$ cat config.mk
export PLATFORM = sky130hd
export DESIGN_NAME = dtc_dual_timer
export DESIGN_NICKNAME = d
export VERILOG_FILES = /design/src/hw/dtc_pkg.sv /design/src/hw/dtc_dual_timer.sv
export VERILOG_INCLUDE_DIRS = /design/src /design/src/hw
export SDC_FILE = /design/constraint.sdc
export NUM_CORES = 1
export LEC_CHECK = 0
export BUFFER_PORTS_ARGS = -buffer_cell sky130_fd_sc_hd__buf_2
export CAP_MARGIN = 20
export CELL_PAD_IN_SITES_DETAIL_PLACEMENT = 0
export CELL_PAD_IN_SITES_GLOBAL_PLACEMENT = 1
export CORE_AREA = 2 2 130 132
export CTS_BUF_LIST = sky130_fd_sc_hd__clkbuf_16
export DETAILED_ROUTE_END_ITERATION = 7
export DIE_AREA = 0 0 132 134
export HOLD_SLACK_MARGIN = 0.02
export PLACE_DENSITY_LB_ADDON = 0.1
export SYNTH_ARGS = -nofsm -noshare
export SYNTH_HDL_FRONTEND = slang
export SYNTH_SLANG_ARGS = --single-unit
$ cat constraint.sdc
create_clock -name pclk -period 2.35 [get_ports pclk]
set_input_delay 0.47 -clock pclk [delete_from_list [all_inputs] [get_ports pclk]]
set_output_delay 0.47 -clock pclk [all_outputs]
set_load 0.005 [all_outputs]
$ cat src/hw/dtc_params.svh
// Constants for the dual timer control block: register indices,
// bit positions and reset values. Definitions only.
`ifndef DTC_PARAMS_SVH
`define DTC_PARAMS_SVH

// Register indices; byte address is four times the index
`define DTC_IDX_CTRL8   4'h0
`define DTC_IDX_SHARED  4'h1
`define DTC_IDX_CTRL16  4'h2
`define DTC_IDX_SYNC    4'h3
`define DTC_IDX_RL8_LO  4'h4
`define DTC_IDX_RL8_HI  4'h5
`define DTC_IDX_RL16_LO 4'h6
`define DTC_IDX_RL16_HI 4'h7
`define DTC_IDX_CAP_LO  4'h8
`define DTC_IDX_CAP_HI  4'h9

// Control bit positions
`define DTC_RUN_BIT     7
`define DTC_ONESHOT_BIT 6
`define DTC_FLAG_BIT    5
`define DTC_PRE_MSB     4
`define DTC_PRE_LSB     3
`define DTC_CAPIE_BIT   2
`define DTC_TOIE_BIT    1
`define DTC_PINSEL_BIT  0
`define DTC_RUN8_BIT    6
`define DTC_SYNC_BIT    5

// Ping-pong select code
`define DTC_PP_ON 2'h1

// Reset values
`define DTC_RST_BYTE 8'h00
`define DTC_RST_WORD 16'h0000
`define DTC_RST_PRE  3'h0

`endif

$ cat src/hw/dtc_pkg.sv
// Types shared by the dual timer control block.
// Assumes the constants header is compiled alongside.
package dtc_pkg;

   typedef struct packed {
      logic port_latch;
      logic demod;
      logic [1:0] edge_sel;
      logic [1:0] pp_mode;
      logic init8;
      logic init16;
   } dtc_shared_t;

   typedef struct packed {
      logic eight_bit;
      logic capture;
      logic expiry;
   } dtc_irq_t;

endpackage
$ cat src/hw/dtc_dual_timer.sv
// Dual chained down-counter: 8-bit and 16-bit timers with waveform,
// ping-pong and capture logic behind an APB slave.
// Assumes one clock pclk and an asynchronous active-low reset.
//
// Contract
// Run bit 7 of the 16-bit control reads running; write starts/stops.
// Transmit: one-shot 0 reloads at terminal count, 1 stops there.
// Demod: one-shot 0 captures every edge; 1 only the first edge.
// Flag bit 5 set on 16-bit terminal count; write 1 clears it.
// Prescale code 00..11 divides clock by 1, 2, 4 or 8.
// Capture interrupt allow bit 2 requests interrupt on each capture.
// Expiry interrupt allow bit 1 requests interrupt at terminal count.
// Pin select bit 0 routes port latch or 16-bit wave; resets 0.
// Sync register holds both run bits and a lockstep start bit.
// 8-bit enable sets initial level, loads low or high reload.
// 8-bit single pass stops at 0, toggles, flags, interrupts.
// Modulo-N: first terminal toggles quietly; later ones flag too.
// Reload writes allowed anytime; used only at the next load.
// Initial count 0 gives a full 256-state count.
// Software avoids writes at load time and an initial count of 1.
// Demod one-shot: 8-bit timeout captures 16-bit count, no reload.
// Writing one-shot 0 then 1 re-arms capture on next edge.
// Demod 16-bit wraps from 0 to FFFFh, flags and interrupts.
// Software uses ping-pong only in transmit single-pass mode.
// Ping-pong: each terminal count stops one timer, starts other.
// Ping-pong bits written 00 end the hand-over.
// Software stops timers and clears flags before ping-pong.
`timescale 1ns/1ps
`include "dtc_params.svh"

module dtc_dual_timer
   import dtc_pkg::*;
#(
   parameter int T8_W = 8,
   parameter int T16_W = 16,
   parameter int PRE_W = 3
)
(
   input wire logic pclk,
   input wire logic presetn,
   input wire logic psel,
   input wire logic penable,
   input wire logic pwrite,
   input wire logic [5:0] paddr,
   input wire logic [31:0] pwdata,
   output logic [31:0] prdata,
   output logic pready,
   output logic pslverr,
   input wire logic carrier_in,
   output logic eight_bit_wave,
   output logic sixteen_bit_wave,
   output logic wave_output_pin,
   output dtc_irq_t irq
);

   // Byte-wide register lanes fix the widths
   if (T8_W != 8 || T16_W != 16 || PRE_W != 3)
   begin : g_check
      $error("dtc_dual_timer: unsupported widths");
   end

   // ==========================================================
   // Helpers
   function automatic logic at_one(input logic [15:0] v);
      at_one = (v == 16'h0001);
   endfunction

   function automatic logic pre_tick(input logic [2:0] c,
                                     input logic [1:0] s);
      case (s)
         2'h0: pre_tick = 1'b1;
         2'h1: pre_tick = c[0];
         2'h2: pre_tick = &c[1:0];
         default: pre_tick = &c;
      endcase
   endfunction

   function automatic logic hit(input logic [3:0] a, input logic [3:0] i);
      hit = (a == i);
   endfunction

   // ==========================================================
   // Register state
   logic t8_run, t8_single, t8_flag, t8_toie, t8_first, wave8;
   logic t16_run, t16_oneshot, t16_flag, capie, toie16, pin_sel;
   logic sync_mode, armed, wave16, cin_s1, cin_s2, cin_s3;
   logic [1:0] pre_sel;
   logic [2:0] pre_cnt;
   logic [7:0] t8_cnt, rl8_lo, rl8_hi, rl16_lo, rl16_hi, rd;
   logic [15:0] t16_cnt, cap;
   dtc_shared_t shared;

   // ==========================================================
   // APB decode
   logic [3:0] idx;
   logic [7:0] wb;
   logic mapped, wr, wr_c0, wr_c1, wr_c2, wr_c3;

   assign idx = paddr[5:2];
   assign mapped = (paddr[1:0] == 2'h0) && (idx <= `DTC_IDX_CAP_HI);
   assign wr = psel && penable && pwrite && mapped;
   assign wb = pwdata[7:0];
   assign wr_c0 = wr && hit(idx, `DTC_IDX_CTRL8);
   assign wr_c1 = wr && hit(idx, `DTC_IDX_SHARED);
   assign wr_c2 = wr && hit(idx, `DTC_IDX_CTRL16);
   assign wr_c3 = wr && hit(idx, `DTC_IDX_SYNC);
   assign pready = 1'b1;

   // ==========================================================
   // Run requests
   logic c3_run8, c3_run16, run8_wr, run8_val, run16_wr, run16_val;

   // lockstep start of both
   assign c3_run8 = wb[`DTC_RUN8_BIT] | (sync_mode & wb[`DTC_RUN_BIT]);
   assign c3_run16 = wb[`DTC_RUN_BIT] | (sync_mode & wb[`DTC_RUN8_BIT]);
   assign run8_wr = wr_c0 | wr_c3;
   assign run8_val = wr_c3 ? c3_run8 : wb[`DTC_RUN_BIT];
   assign run16_wr = wr_c2 | wr_c3;
   assign run16_val = wr_c3 ? c3_run16 : wb[`DTC_RUN_BIT];

   // ==========================================================
   // Events
   logic pp_on, t8_tc, t8_ev, t16_tick, t16_tc, t16_wrap, rise, fall;
   logic edge_hit, edge_take, cap_ev, start8, start16;
   logic [15:0] rl16;

   // hand-over only while the mode bits select it
   assign pp_on = !shared.demod && (shared.pp_mode == `DTC_PP_ON);
   assign rl16 = {rl16_hi, rl16_lo};
   assign t8_tc = t8_run && at_one({8'h00, t8_cnt});
   // first modulo-N terminal count is quiet
   assign t8_ev = t8_tc && (t8_single || !t8_first);
   // prescaled tick
   assign t16_tick = t16_run && pre_tick(pre_cnt, pre_sel);
   assign t16_tc = t16_tick && !shared.demod && at_one(t16_cnt);
   assign t16_wrap = t16_tick && shared.demod && (t16_cnt == 16'h0000);
   assign rise = cin_s2 && !cin_s3;
   assign fall = !cin_s2 && cin_s3;
   assign edge_hit = (shared.edge_sel[0] && rise)
                   || (shared.edge_sel[1] && fall);
   // one-shot takes only an armed edge
   assign edge_take = shared.demod && t16_run && edge_hit
                    && (!t16_oneshot || armed);
   // 8-bit timeout captures in one-shot demod
   assign cap_ev = edge_take || (shared.demod && t16_oneshot
                    && t16_run && t8_ev);
   // terminal count of one timer starts the other
   assign start8 = (run8_wr && run8_val && !t8_run)
                 || (pp_on && t16_tc);
   assign start16 = (run16_wr && run16_val && !t16_run)
                  || (pp_on && t8_tc);

   // ==========================================================
   // Carrier input synchroniser and edge history
   always_ff @(posedge pclk or negedge presetn)
   begin
      if (!presetn)
         {cin_s1, cin_s2, cin_s3} <= 3'h0;
      else
      begin
         cin_s1 <= carrier_in;
         cin_s2 <= cin_s1;
         cin_s3 <= cin_s2;
      end
   end

   // ==========================================================
   // Software-owned control fields
   always_ff @(posedge pclk or negedge presetn)
   begin
      if (!presetn)
      begin
         {t8_single, t8_toie, t16_oneshot, capie} <= 4'h0;
         {toie16, pin_sel, sync_mode} <= 3'h0;
         shared <= `DTC_RST_BYTE;
         pre_sel <= 2'h0;
         {rl8_lo, rl8_hi} <= {`DTC_RST_BYTE, `DTC_RST_BYTE};
         {rl16_lo, rl16_hi} <= {`DTC_RST_BYTE, `DTC_RST_BYTE};
      end
      else
      begin
         if (wr_c0)
         begin
            t8_single <= wb[`DTC_ONESHOT_BIT];
            t8_toie <= wb[`DTC_TOIE_BIT];
         end
         if (wr_c1)
            shared <= wb;
         if (wr_c2)
         begin
            t16_oneshot <= wb[`DTC_ONESHOT_BIT];
            pre_sel <= wb[`DTC_PRE_MSB:`DTC_PRE_LSB];
            capie <= wb[`DTC_CAPIE_BIT];
            toie16 <= wb[`DTC_TOIE_BIT];
            // pin source select
            pin_sel <= wb[`DTC_PINSEL_BIT];
         end
         if (wr_c3)
            sync_mode <= wb[`DTC_SYNC_BIT];
         // stored now, used at next load
         if (wr && hit(idx, `DTC_IDX_RL8_LO))
            rl8_lo <= wb;
         if (wr && hit(idx, `DTC_IDX_RL8_HI))
            rl8_hi <= wb;
         if (wr && hit(idx, `DTC_IDX_RL16_LO))
            rl16_lo <= wb;
         if (wr && hit(idx, `DTC_IDX_RL16_HI))
            rl16_hi <= wb;
      end
   end

   // ==========================================================
   // Eight-bit timer
   always_ff @(posedge pclk or negedge presetn)
   begin
      if (!presetn)
      begin
         {t8_run, t8_first, wave8} <= 3'h0;
         t8_cnt <= `DTC_RST_BYTE;
      end
      else if (start8)
      begin
         // initial level picks the reload
         t8_run <= 1'b1;
         wave8 <= shared.init8;
         t8_cnt <= shared.init8 ? rl8_hi : rl8_lo;
         t8_first <= 1'b1;
      end
      else if (run8_wr && !run8_val)
         t8_run <= 1'b0;
      else if (t8_tc)
      begin
         wave8 <= !wave8;
         t8_first <= 1'b0;
         // single pass stops after toggling
         if (t8_single || pp_on)
            t8_run <= 1'b0;
         else
            t8_cnt <= wave8 ? rl8_lo : rl8_hi;
      end
      else if (t8_run)
         // 0 decrements to FFh, so 256 states
         t8_cnt <= t8_cnt - 8'h01;
   end

   // ==========================================================
   // Prescaler; restarted so lockstep timers share phase
   always_ff @(posedge pclk or negedge presetn)
   begin
      if (!presetn)
         pre_cnt <= `DTC_RST_PRE;
      else if (start16)
         pre_cnt <= `DTC_RST_PRE;
      else
         pre_cnt <= pre_cnt + 3'h1;
   end

   // ==========================================================
   // Sixteen-bit timer
   always_ff @(posedge pclk or negedge presetn)
   begin
      if (!presetn)
      begin
         {t16_run, wave16} <= 2'h0;
         t16_cnt <= `DTC_RST_WORD;
      end
      else if (start16)
      begin
         // write 1 starts counting
         t16_run <= 1'b1;
         wave16 <= shared.init16;
         t16_cnt <= rl16;
      end
      else if (run16_wr && !run16_val)
         // write 0 stops
         t16_run <= 1'b0;
      else if (edge_take)
         t16_cnt <= rl16;
      else if (t16_tc)
      begin
         wave16 <= !wave16;
         // one-shot stops, modulo-N reloads
         if (t16_oneshot)
            t16_run <= 1'b0;
         else
            t16_cnt <= rl16;
      end
      else if (t16_tick)
         // demod count wraps from 0 to FFFFh
         t16_cnt <= t16_cnt - 16'h0001;
   end

   // ==========================================================
   // Edge arming
   always_ff @(posedge pclk or negedge presetn)
   begin
      if (!presetn)
         armed <= 1'b0;
      else if (start16)
         armed <= 1'b1;
      // one-shot bit taken from 0 to 1 re-arms
      else if (wr_c2 && wb[`DTC_ONESHOT_BIT] && !t16_oneshot)
         armed <= 1'b1;
      else if (edge_take)
         armed <= 1'b0;
   end

   // ==========================================================
   // Capture and flags; a set wins over a same-cycle clear
   always_ff @(posedge pclk or negedge presetn)
   begin
      if (!presetn)
         cap <= `DTC_RST_WORD;
      else if (cap_ev)
         cap <= t16_cnt;
   end

   always_ff @(posedge pclk or negedge presetn)
   begin
      if (!presetn)
         {t8_flag, t16_flag} <= 2'h0;
      else
      begin
         t8_flag <= (t8_flag && !(wr_c0 && wb[`DTC_FLAG_BIT])) || t8_ev;
         // set on terminal count, write 1 clears
         t16_flag <= (t16_flag && !(wr_c2 && wb[`DTC_FLAG_BIT]))
                   || t16_tc || t16_wrap;
      end
   end

   // ==========================================================
   // Interrupt requests, one-cycle pulses
   always_ff @(posedge pclk or negedge presetn)
   begin
      if (!presetn)
         irq <= 3'h0;
      else
      begin
         irq.eight_bit <= t8_toie && t8_ev;
         // request on each capture
         irq.capture <= capie && cap_ev;
         // request on expiry
         irq.expiry <= toie16 && (t16_tc || t16_wrap);
      end
   end

   // ==========================================================
   // Pins
   always_ff @(posedge pclk or negedge presetn)
   begin
      if (!presetn)
         {eight_bit_wave, sixteen_bit_wave, wave_output_pin} <= 3'h0;
      else
      begin
         eight_bit_wave <= wave8;
         sixteen_bit_wave <= wave16;
         // latch or waveform onto the pin
         wave_output_pin <= pin_sel ? wave16 : shared.port_latch;
      end
   end

   // ==========================================================
   // Read path, sampled in the setup cycle
   always_comb
   begin
      case (idx)
         `DTC_IDX_CTRL8: rd = {t8_run, t8_single, t8_flag, 3'h0,
                               t8_toie, 1'b0};
         `DTC_IDX_SHARED: rd = shared;
         `DTC_IDX_CTRL16: rd = {t16_run, t16_oneshot, t16_flag,
                                pre_sel, capie, toie16, pin_sel};
         `DTC_IDX_SYNC: rd = {t16_run, t8_run, sync_mode, 5'h00};
         `DTC_IDX_RL8_LO: rd = rl8_lo;
         `DTC_IDX_RL8_HI: rd = rl8_hi;
         `DTC_IDX_RL16_LO: rd = rl16_lo;
         `DTC_IDX_RL16_HI: rd = rl16_hi;
         `DTC_IDX_CAP_LO: rd = cap[7:0];
         `DTC_IDX_CAP_HI: rd = cap[15:8];
         default: rd = 8'h00;
      endcase
   end

   always_ff @(posedge pclk or negedge presetn)
   begin
      if (!presetn)
      begin
         prdata <= 32'h0000_0000;
         pslverr <= 1'b0;
      end
      else if (psel && !penable)
      begin
         prdata <= mapped ? {24'h00_0000, rd} : 32'h0000_0000;
         pslverr <= !mapped;
      end
   end

endmodule

==> results.md, run 1 <==
* Worst hold path class: primary input to flop
* Area Overhead vs Synth at 26.1%
* Leakage at 0.00385 µW
* Layout cell share with drive strength beyond 1 at approximately a third
* H-Tree Depth at 4
* Synth Cell Area at 6520 µm²
* Yosys top cell area share at 45.3%
* Worst skew pair latency at about 0.42 ns
* Crit. path cell count at 7
* DP HPWL at around 15 mm
* Worst EP required at 2.66 ns
* Ranking of synthesized cells by area: dfrtp_1 45%, mux2_2 12%, mux2i_1 4.6%
* Design area at between 8000 and 9000 µm²
* Antenna cells at 0
* Root Buffer: clkbuf_16
* CP Launch Type: flop
* Overall global routing resource usage at roughly a quarter
* Final antenna-violating net count at 0
* IO Port Bufs at 34
* Fmax at about 0.40 GHz
* Min Clock Period, post-route at 2.48 ns
* Sequential share of the synthesized area at between 40 and 50%
* Reg clk slew, reported paths at 0.06 ns
* Most common cell after layout, fill and taps aside: dfrtp_1
* EDFF count, synth at 0
* Failing checks: negative setup slack
* Worst path slowest cell: or4_4
* Clock skew at slightly below 0.008 ns
* Die area at approximately 18000 µm²
* Setup CP Type: flop to flop
* Flops & latches, synth at between 100 and 150
* RePlAce Congestion at roughly 0.90
* Syn Inst Count at 619
* Cell depth of the worst hold path at 1
* Maximum fanout along the worst path at 17
* R2R depth at 7
* Antenna violations before repair at 0
* Crit-path cells: or4_4 > or4_4 > or3_4 > nand3_4 > buf_12 > o21ai_0 > a22o_1
* Placed instance area at roughly 7500 µm²
* Power Density at between 800 and 900 nW/µm²
* FFs w/ async S/R, synth at 100%
* Core Box Area at around 16000 µm²
* Die Width at around 130 µm
* First-pass GRT wire length at a little over 30 mm
* MaxCap Viol Count at 0
* Worst-Margin Slew at 0.563 ns
* Number of global-route vias before repair at 5256
* Total Wirelength at roughly 20 mm
* Vias/cell at 5.61
* Die height at about 130 µm
* DRT iter0 DRCs at around 420
* TritonCTS clock tree: done
* DRC viols at 0
* Placed cells at 930
* Total grt overflow at 0
* Largest net degree at the start of global routing at 78
* Setup slack after layout at -0.128 ns
* I/O pins at 84
* Cell family with most CP delay: simple AND/OR/NAND/NOR gates
* Final hold vios at 0
* Max Slew Vio Count at 0
* Slew margin rel. at between 60% and 70%
* Setup slack after placement at -0.115 ns
* Initial core utilization at between 40% and 50%
* Final nets at 786
* Finished Layout Cells at a little under 1000
* Dominant cell type by area after synthesis: dfrtp_1
* Total CTS buffers at 17
* Rows at 47
* Clock buffer depth at 2
* Period Utilization, post-route at 105%
* Critical path's most frequent cell: or4_4
* Post-Syn Area per Cell at between 10 and 15 µm²
* Post-synth top flop: dfrtp_1
* Commonest cells after routing, fill and taps aside: 118 x dfrtp_1, 86 x buf_4, 69 x mux2_2, 42 x nor2_1, 38 x nand2_1
* Clock sink count at between 100 and 150
* Setup Viol. Count Final at 16
* DR WL/cell at 20.7 µm
* Distinct cells, synth at 65
* Hold_ws at around 0.15 ns
* Worst EP arrival at roughly 2.8 ns
* Yosys warns at 0
* CP Buf/Inv Count at 1
* Endpoint class of the critical path: flop
* Worst vdd ir at ~0.57 mV
* Via Count at between 5000 and 6000
* Fillcell total at roughly 1500
* Slowest stage delay, CP at between 0.5 and 0.6 ns
* RSZ-0062 raised after global routing: yes
* Drt pass-1 iters at 5
* Status: finished with violations
-- stage by stage --
step                total power [µW]  setup TNS, ns  util (%)
global placement                4140          -1.27      46.0
finish                          6880          -1.15      50.5
detailed placement              4170          -1.49      46.0
CTS                             6870          -1.03      50.0
floorplan                       3410          -1.90         -
global route                    7210          -2.37      50.5
-- cells in the mapped netlist, drive strengths merged (4+ instances only) --
| cell type | n |
|---|---|
| clkbuf | 22 |
| a31oi | 4 |
| nand2 | 38 |
| nand3 | 11 |
| nor2 | 42 |
| a21oi | 14 |
| and3 | 5 |
| o2bb2ai | 11 |
| or4 | 5 |
| dfrtp | 118 |
| a32oi | 4 |
| a22o | 13 |
| a221o | 6 |
| buf | 35 |
| o21ai | 38 |
| nor4 | 12 |
| ha | 7 |
| nor2b | 12 |
| mux2i | 30 |
| nand4 | 4 |
| nand2b | 5 |
| a211oi | 9 |
| nor3 | 17 |
| a22oi | 7 |
| mux2 | 73 |
| inv | 18 |
| and2 | 8 |
-- worst register-to-register path: cells and delay by family (launching register included) --
| family | cells | cell delay (ns) |
|---|---|---|
| buffers and inverters | 1 | 0.17 |
| AND/OR/NAND/NOR | 4 | 1.49 |
| flip-flops | 1 | 0.38 |
| AO/OA/AOI/OAI | 2 | 0.34 |
-- layer usage --
metal	global-route usage [%]	vias to the layer above	part of all wire [%]
met5	0	-	0
met4	7.79	0	1.7
met3	4.72	21	5.3
met2	36.2	163	47
met1	32.9	2743	47
li1	-	2492	-
-- registers in the layout, summed over array words and instances (netlist names), 2 cells and up --
name,flops
rl8_hi,8
rl8_lo,8
pre_cnt,3
pre_sel,2
t16_cnt,16
t8_cnt,8
prdata,8
rl16_hi,8
shared,8
irq,3
rl16_lo,8
cap,16
-- where the power goes --
part | internal, µW | switching [µW] | leakage [µW]
clock | 1740 | 910 | 0.000286
sequential | 2280 | 212 | 0.00156
combinational | 836 | 907 | 0.00201
total | 4850 | 2030 | 0.00385
-- worst paths after layout --
check | end | startpoint | slack, ns
max | t16_cnt[7]$_DFFE_PN0P_ | t16_cnt[10]$_DFFE_PN0P_ | -0.13
max in group asynchronous | cap[6]$_DFFE_PN0N_ | presetn | 1.15
min in group asynchronous | pre_cnt[1]$_DFF_PN0_ | presetn | 0.49
min reg2reg | cin_s2$_DFF_PN0_ | cin_s1$_DFF_PN0_ | 0.35
min | cin_s1$_DFF_PN0_ | carrier_in | 0.15
max reg2reg | t16_cnt[7]$_DFFE_PN0P_ | t16_cnt[10]$_DFFE_PN0P_ | -0.13
-- what timing repair did --
item,in CTS,in global routing
hold buffers,1,0
buffers inserted,2,3
pin swaps,2,3
gates resized for setup,8,14
gates cloned,0,0
endpoints found under the hold margin,20,0
endpoints found under the setup margin,23,27
-- area by class of cell --
type                       instances  area (µm²)  area share, %
clock buffer                      17         425           5.17
clock inverter                    13         166           2.02
inverter                          18        67.6          0.822
multi-input combinational        449        3340           40.6
sequential                       118        2950           35.9
tap                              220         275           3.35
timing repair buffer             131         997           12.1
-- cell families (layout without fill, tap and decap cells) --
kind of cell / count (synthesis) / after routing / share of synthesized area [%]
muxes: 106 / 106 / 18.2
adders and majority gates: 7 / 7 / 1.34
buffers and inverters: 75 / 179 / 6.20
xor gates and xnor gates: 4 / 4 / 0.537
DFF: 118 / 118 / 45.3
AOI/OAI and AO/OA: 133 / 133 / 14.5
other: 2 / 25 / 0.115
and+or+nand+nor: 174 / 174 / 13.8
(Power assumes the default switching activity.)
==> run 2: changes to the inputs <==
CELL_PAD_IN_SITES_DETAIL_PLACEMENT = unset   (was 0)
CELL_PAD_IN_SITES_GLOBAL_PLACEMENT = unset   (was 1)
CORE_AREA = 2 2 118 120   (was 2 2 130 132)
DIE_AREA = 0 0 120 122   (was 0 0 132 134)
PLACE_DENSITY = 0.72   (was unset)
PLACE_DENSITY_LB_ADDON = unset   (was 0.1)
==> results.md, run 2 (synthesized netlist as in run 1, its figures left out) <==
* Status: finished with violations
* Failing checks: negative setup slack
* Commonest cells after routing, fill and taps aside: 118 x dfrtp_1, 76 x buf_4, 69 x mux2_2, 41 x nor2_1, 38 x nand2_1
* Antenna cells at 0
* H-Tree Depth at 4
* Comb pwr share at between 20% and 30%
* Initial core utilization at roughly half
* Via Count at 5398
* Min Clock Period, post-route at 2.49 ns
* Sw power at a little under 2000 µW
* Slew margin rel. at between 50 and 60%
* Most common cell after layout, fill and taps aside: dfrtp_1
* Die area at around 15000 µm²
* Cell family with most CP delay: simple AND/OR/NAND/NOR gates
* Setup slack after layout at -0.138 ns
* Max Slew Vio Count at 0
* Hold_ws at approximately 0.16 ns
* Setup slack after placement at -0.156 ns
* I/O pins at 84
* Clock skew at 0.00754 ns
* Reg power frac at between 30 and 40%
* RSZ-0062 raised after global routing: yes
* DRT iter0 DRCs at between 400 and 500
* Worst EP required at 2.65 ns
* P_int at between 4000 and 5000 µW
* Clock sink count at between 100 and 150
* Largest net degree at the start of global routing at between 60 and 70
* Total grt overflow at 0
* Setup Viol. Count Final at 17
* Layout cell share with drive strength beyond 1 at 32.1%
* Fmax at roughly 0.40 GHz
* Worst skew pair latency at about 0.42 ns
* DR WL/cell at about 21 µm
* Worst-Margin Slew at approximately 0.60 ns
* Number of global-route vias before repair at 5349
* CP Buf/Inv Count at 1
* Reg clk slew, reported paths at approximately 0.060 ns
* Worst path slowest cell: or4_4
* Final nets at 777
* Final Core Density at 59.7%
* Total CTS buffers at 17
* Die Width at 120 µm
* CP Launch Type: flop
* Endpoint class of the critical path: flop
* MaxCap Viol Count at 0
* Power Density at between 800 and 900 nW/µm²
* DRC viols at 0
* Period Utilization, post-route at 106%
* Area Overhead vs Synth at 23.7%
* Maximum fanout along the worst path at 9
* Setup tns final at -1.67 ns
* Sw frac at 29.8%
* DP HPWL at 14.3 mm
* Total Wirelength at between 15 and 20 mm
* Crit. path cell count at 7
* Vias/cell at around 5.9
* Slowest stage delay, CP at roughly 0.53 ns
* Overall global routing resource usage at approximately 28%
* Critical path's most frequent cell: or4_4
* Crit-path cells: or4_4 > or4_4 > or3_4 > nand3_4 > buf_8 > mux2i_2 > o2bb2ai_1
* Antenna violations before repair at 0
* IO Port Bufs at 34
* RePlAce Congestion at about 1.0
* Cell depth of the worst hold path at 1
* Rows at between 40 and 50
* Final hold vios at 0
* Worst EP arrival at 2.79 ns
* Core Box Area at 13500 µm²
* First-pass GRT wire length at around 30 mm
* Leakage at ~0.0038 µW
* R2R depth at 7
* Die height at ~120 µm
* Clock buffer depth at 2
* Clock share of power at about two fifths
* Largest regs: cap x16, t16_cnt x16
* Final antenna-violating net count at 0
* Worst vdd ir at slightly below 0.5 mV
* TritonCTS clock tree: done
* Setup CP Type: flop to flop
* Worst hold path class: primary input to flop
* Drt pass-1 iters at 5
* Root Buffer: clkbuf_16
run 2: cell count changes in the layout (fill, tap and decap cells not counted), moves of 2 or more:
cell        change
nor4_1          +2
buf_4          -10
nor3b_1         +2
clkinv_2        +5
mux2i_2         +2
clkinvlp_4      -2
nor3b_2         -2
run 2: final cells by class:
class | instances | area, µm²
Fill cell | 1139 | 5440
Multi-Input combinational cell | 449 | 3310
Sequential cell | 118 | 2950
Timing Repair Buffer | 122 | 937
Clock buffer | 17 | 425
Tap cell | 180 | 225
Clock inverter | 15 | 146
Inverter | 18 | 67.6
run 2: final timing paths:
path                                         start                       to  slack, ns
hold reg to reg                   cin_s1$_DFF_PN0_         cin_s2$_DFF_PN0_       0.35
setup / recovery           t16_cnt[11]$_DFFE_PN0P_  t16_cnt[12]$_DFFE_PN0P_      -0.14
max in group asynchronous                  presetn         irq[2]$_DFF_PN0_       1.13
hold / removal                          carrier_in         cin_s1$_DFF_PN0_       0.16
setup reg to reg           t16_cnt[11]$_DFFE_PN0P_  t16_cnt[12]$_DFFE_PN0P_      -0.14
min in group asynchronous                  presetn      cap[11]$_DFFE_PN0N_       0.51
run 2: power groups by stage:
| stage | logic, µW | clock network, µW | registers (µW) |
|---|---|---|---|
| 2_1_floorplan | 931 | 0 | 2480 |
| 5_1_grt | 1690 | 2660 | 2540 |
| 3_5_place_dp | 1500 | 0 | 2530 |
| 3_3_place_gp | 1460 | 0 | 2520 |
| 6_report | 1560 | 2550 | 2510 |
| 4_1_cts | 1530 | 2560 | 2500 |
run 2: timing repair:
item | in CTS | in global routing
gates cloned | 0 | 1
gates resized for setup | 11 | 9
pin swaps | 1 | 6
setup buffers | 2 | 1
hold buffers | 1 | 0
endpoints found under the hold margin | 26 | 0
setup endpoints to repair | 26 | 26
run 2: stage by stage:
stage,instance area [µm²],power [µW],instances
4_1_cts,8020,6590,917
2_1_floorplan,6630,3410,642
6_report,8070,6610,919
5_1_grt,8070,6900,919
3_3_place_gp,7380,3970,882
3_5_place_dp,7380,4040,882
run 2: metal layers:
metal | GRT usage, % | share of wire [%] | wire length [µm]
met1 | 37.3 | 44 | 8430
met2 | 43.0 | 46 | 8900
met3 | 5.81 | 6.5 | 1250
met4 | 11.8 | 3.6 | 688
met5 | 0 | 0 | 0
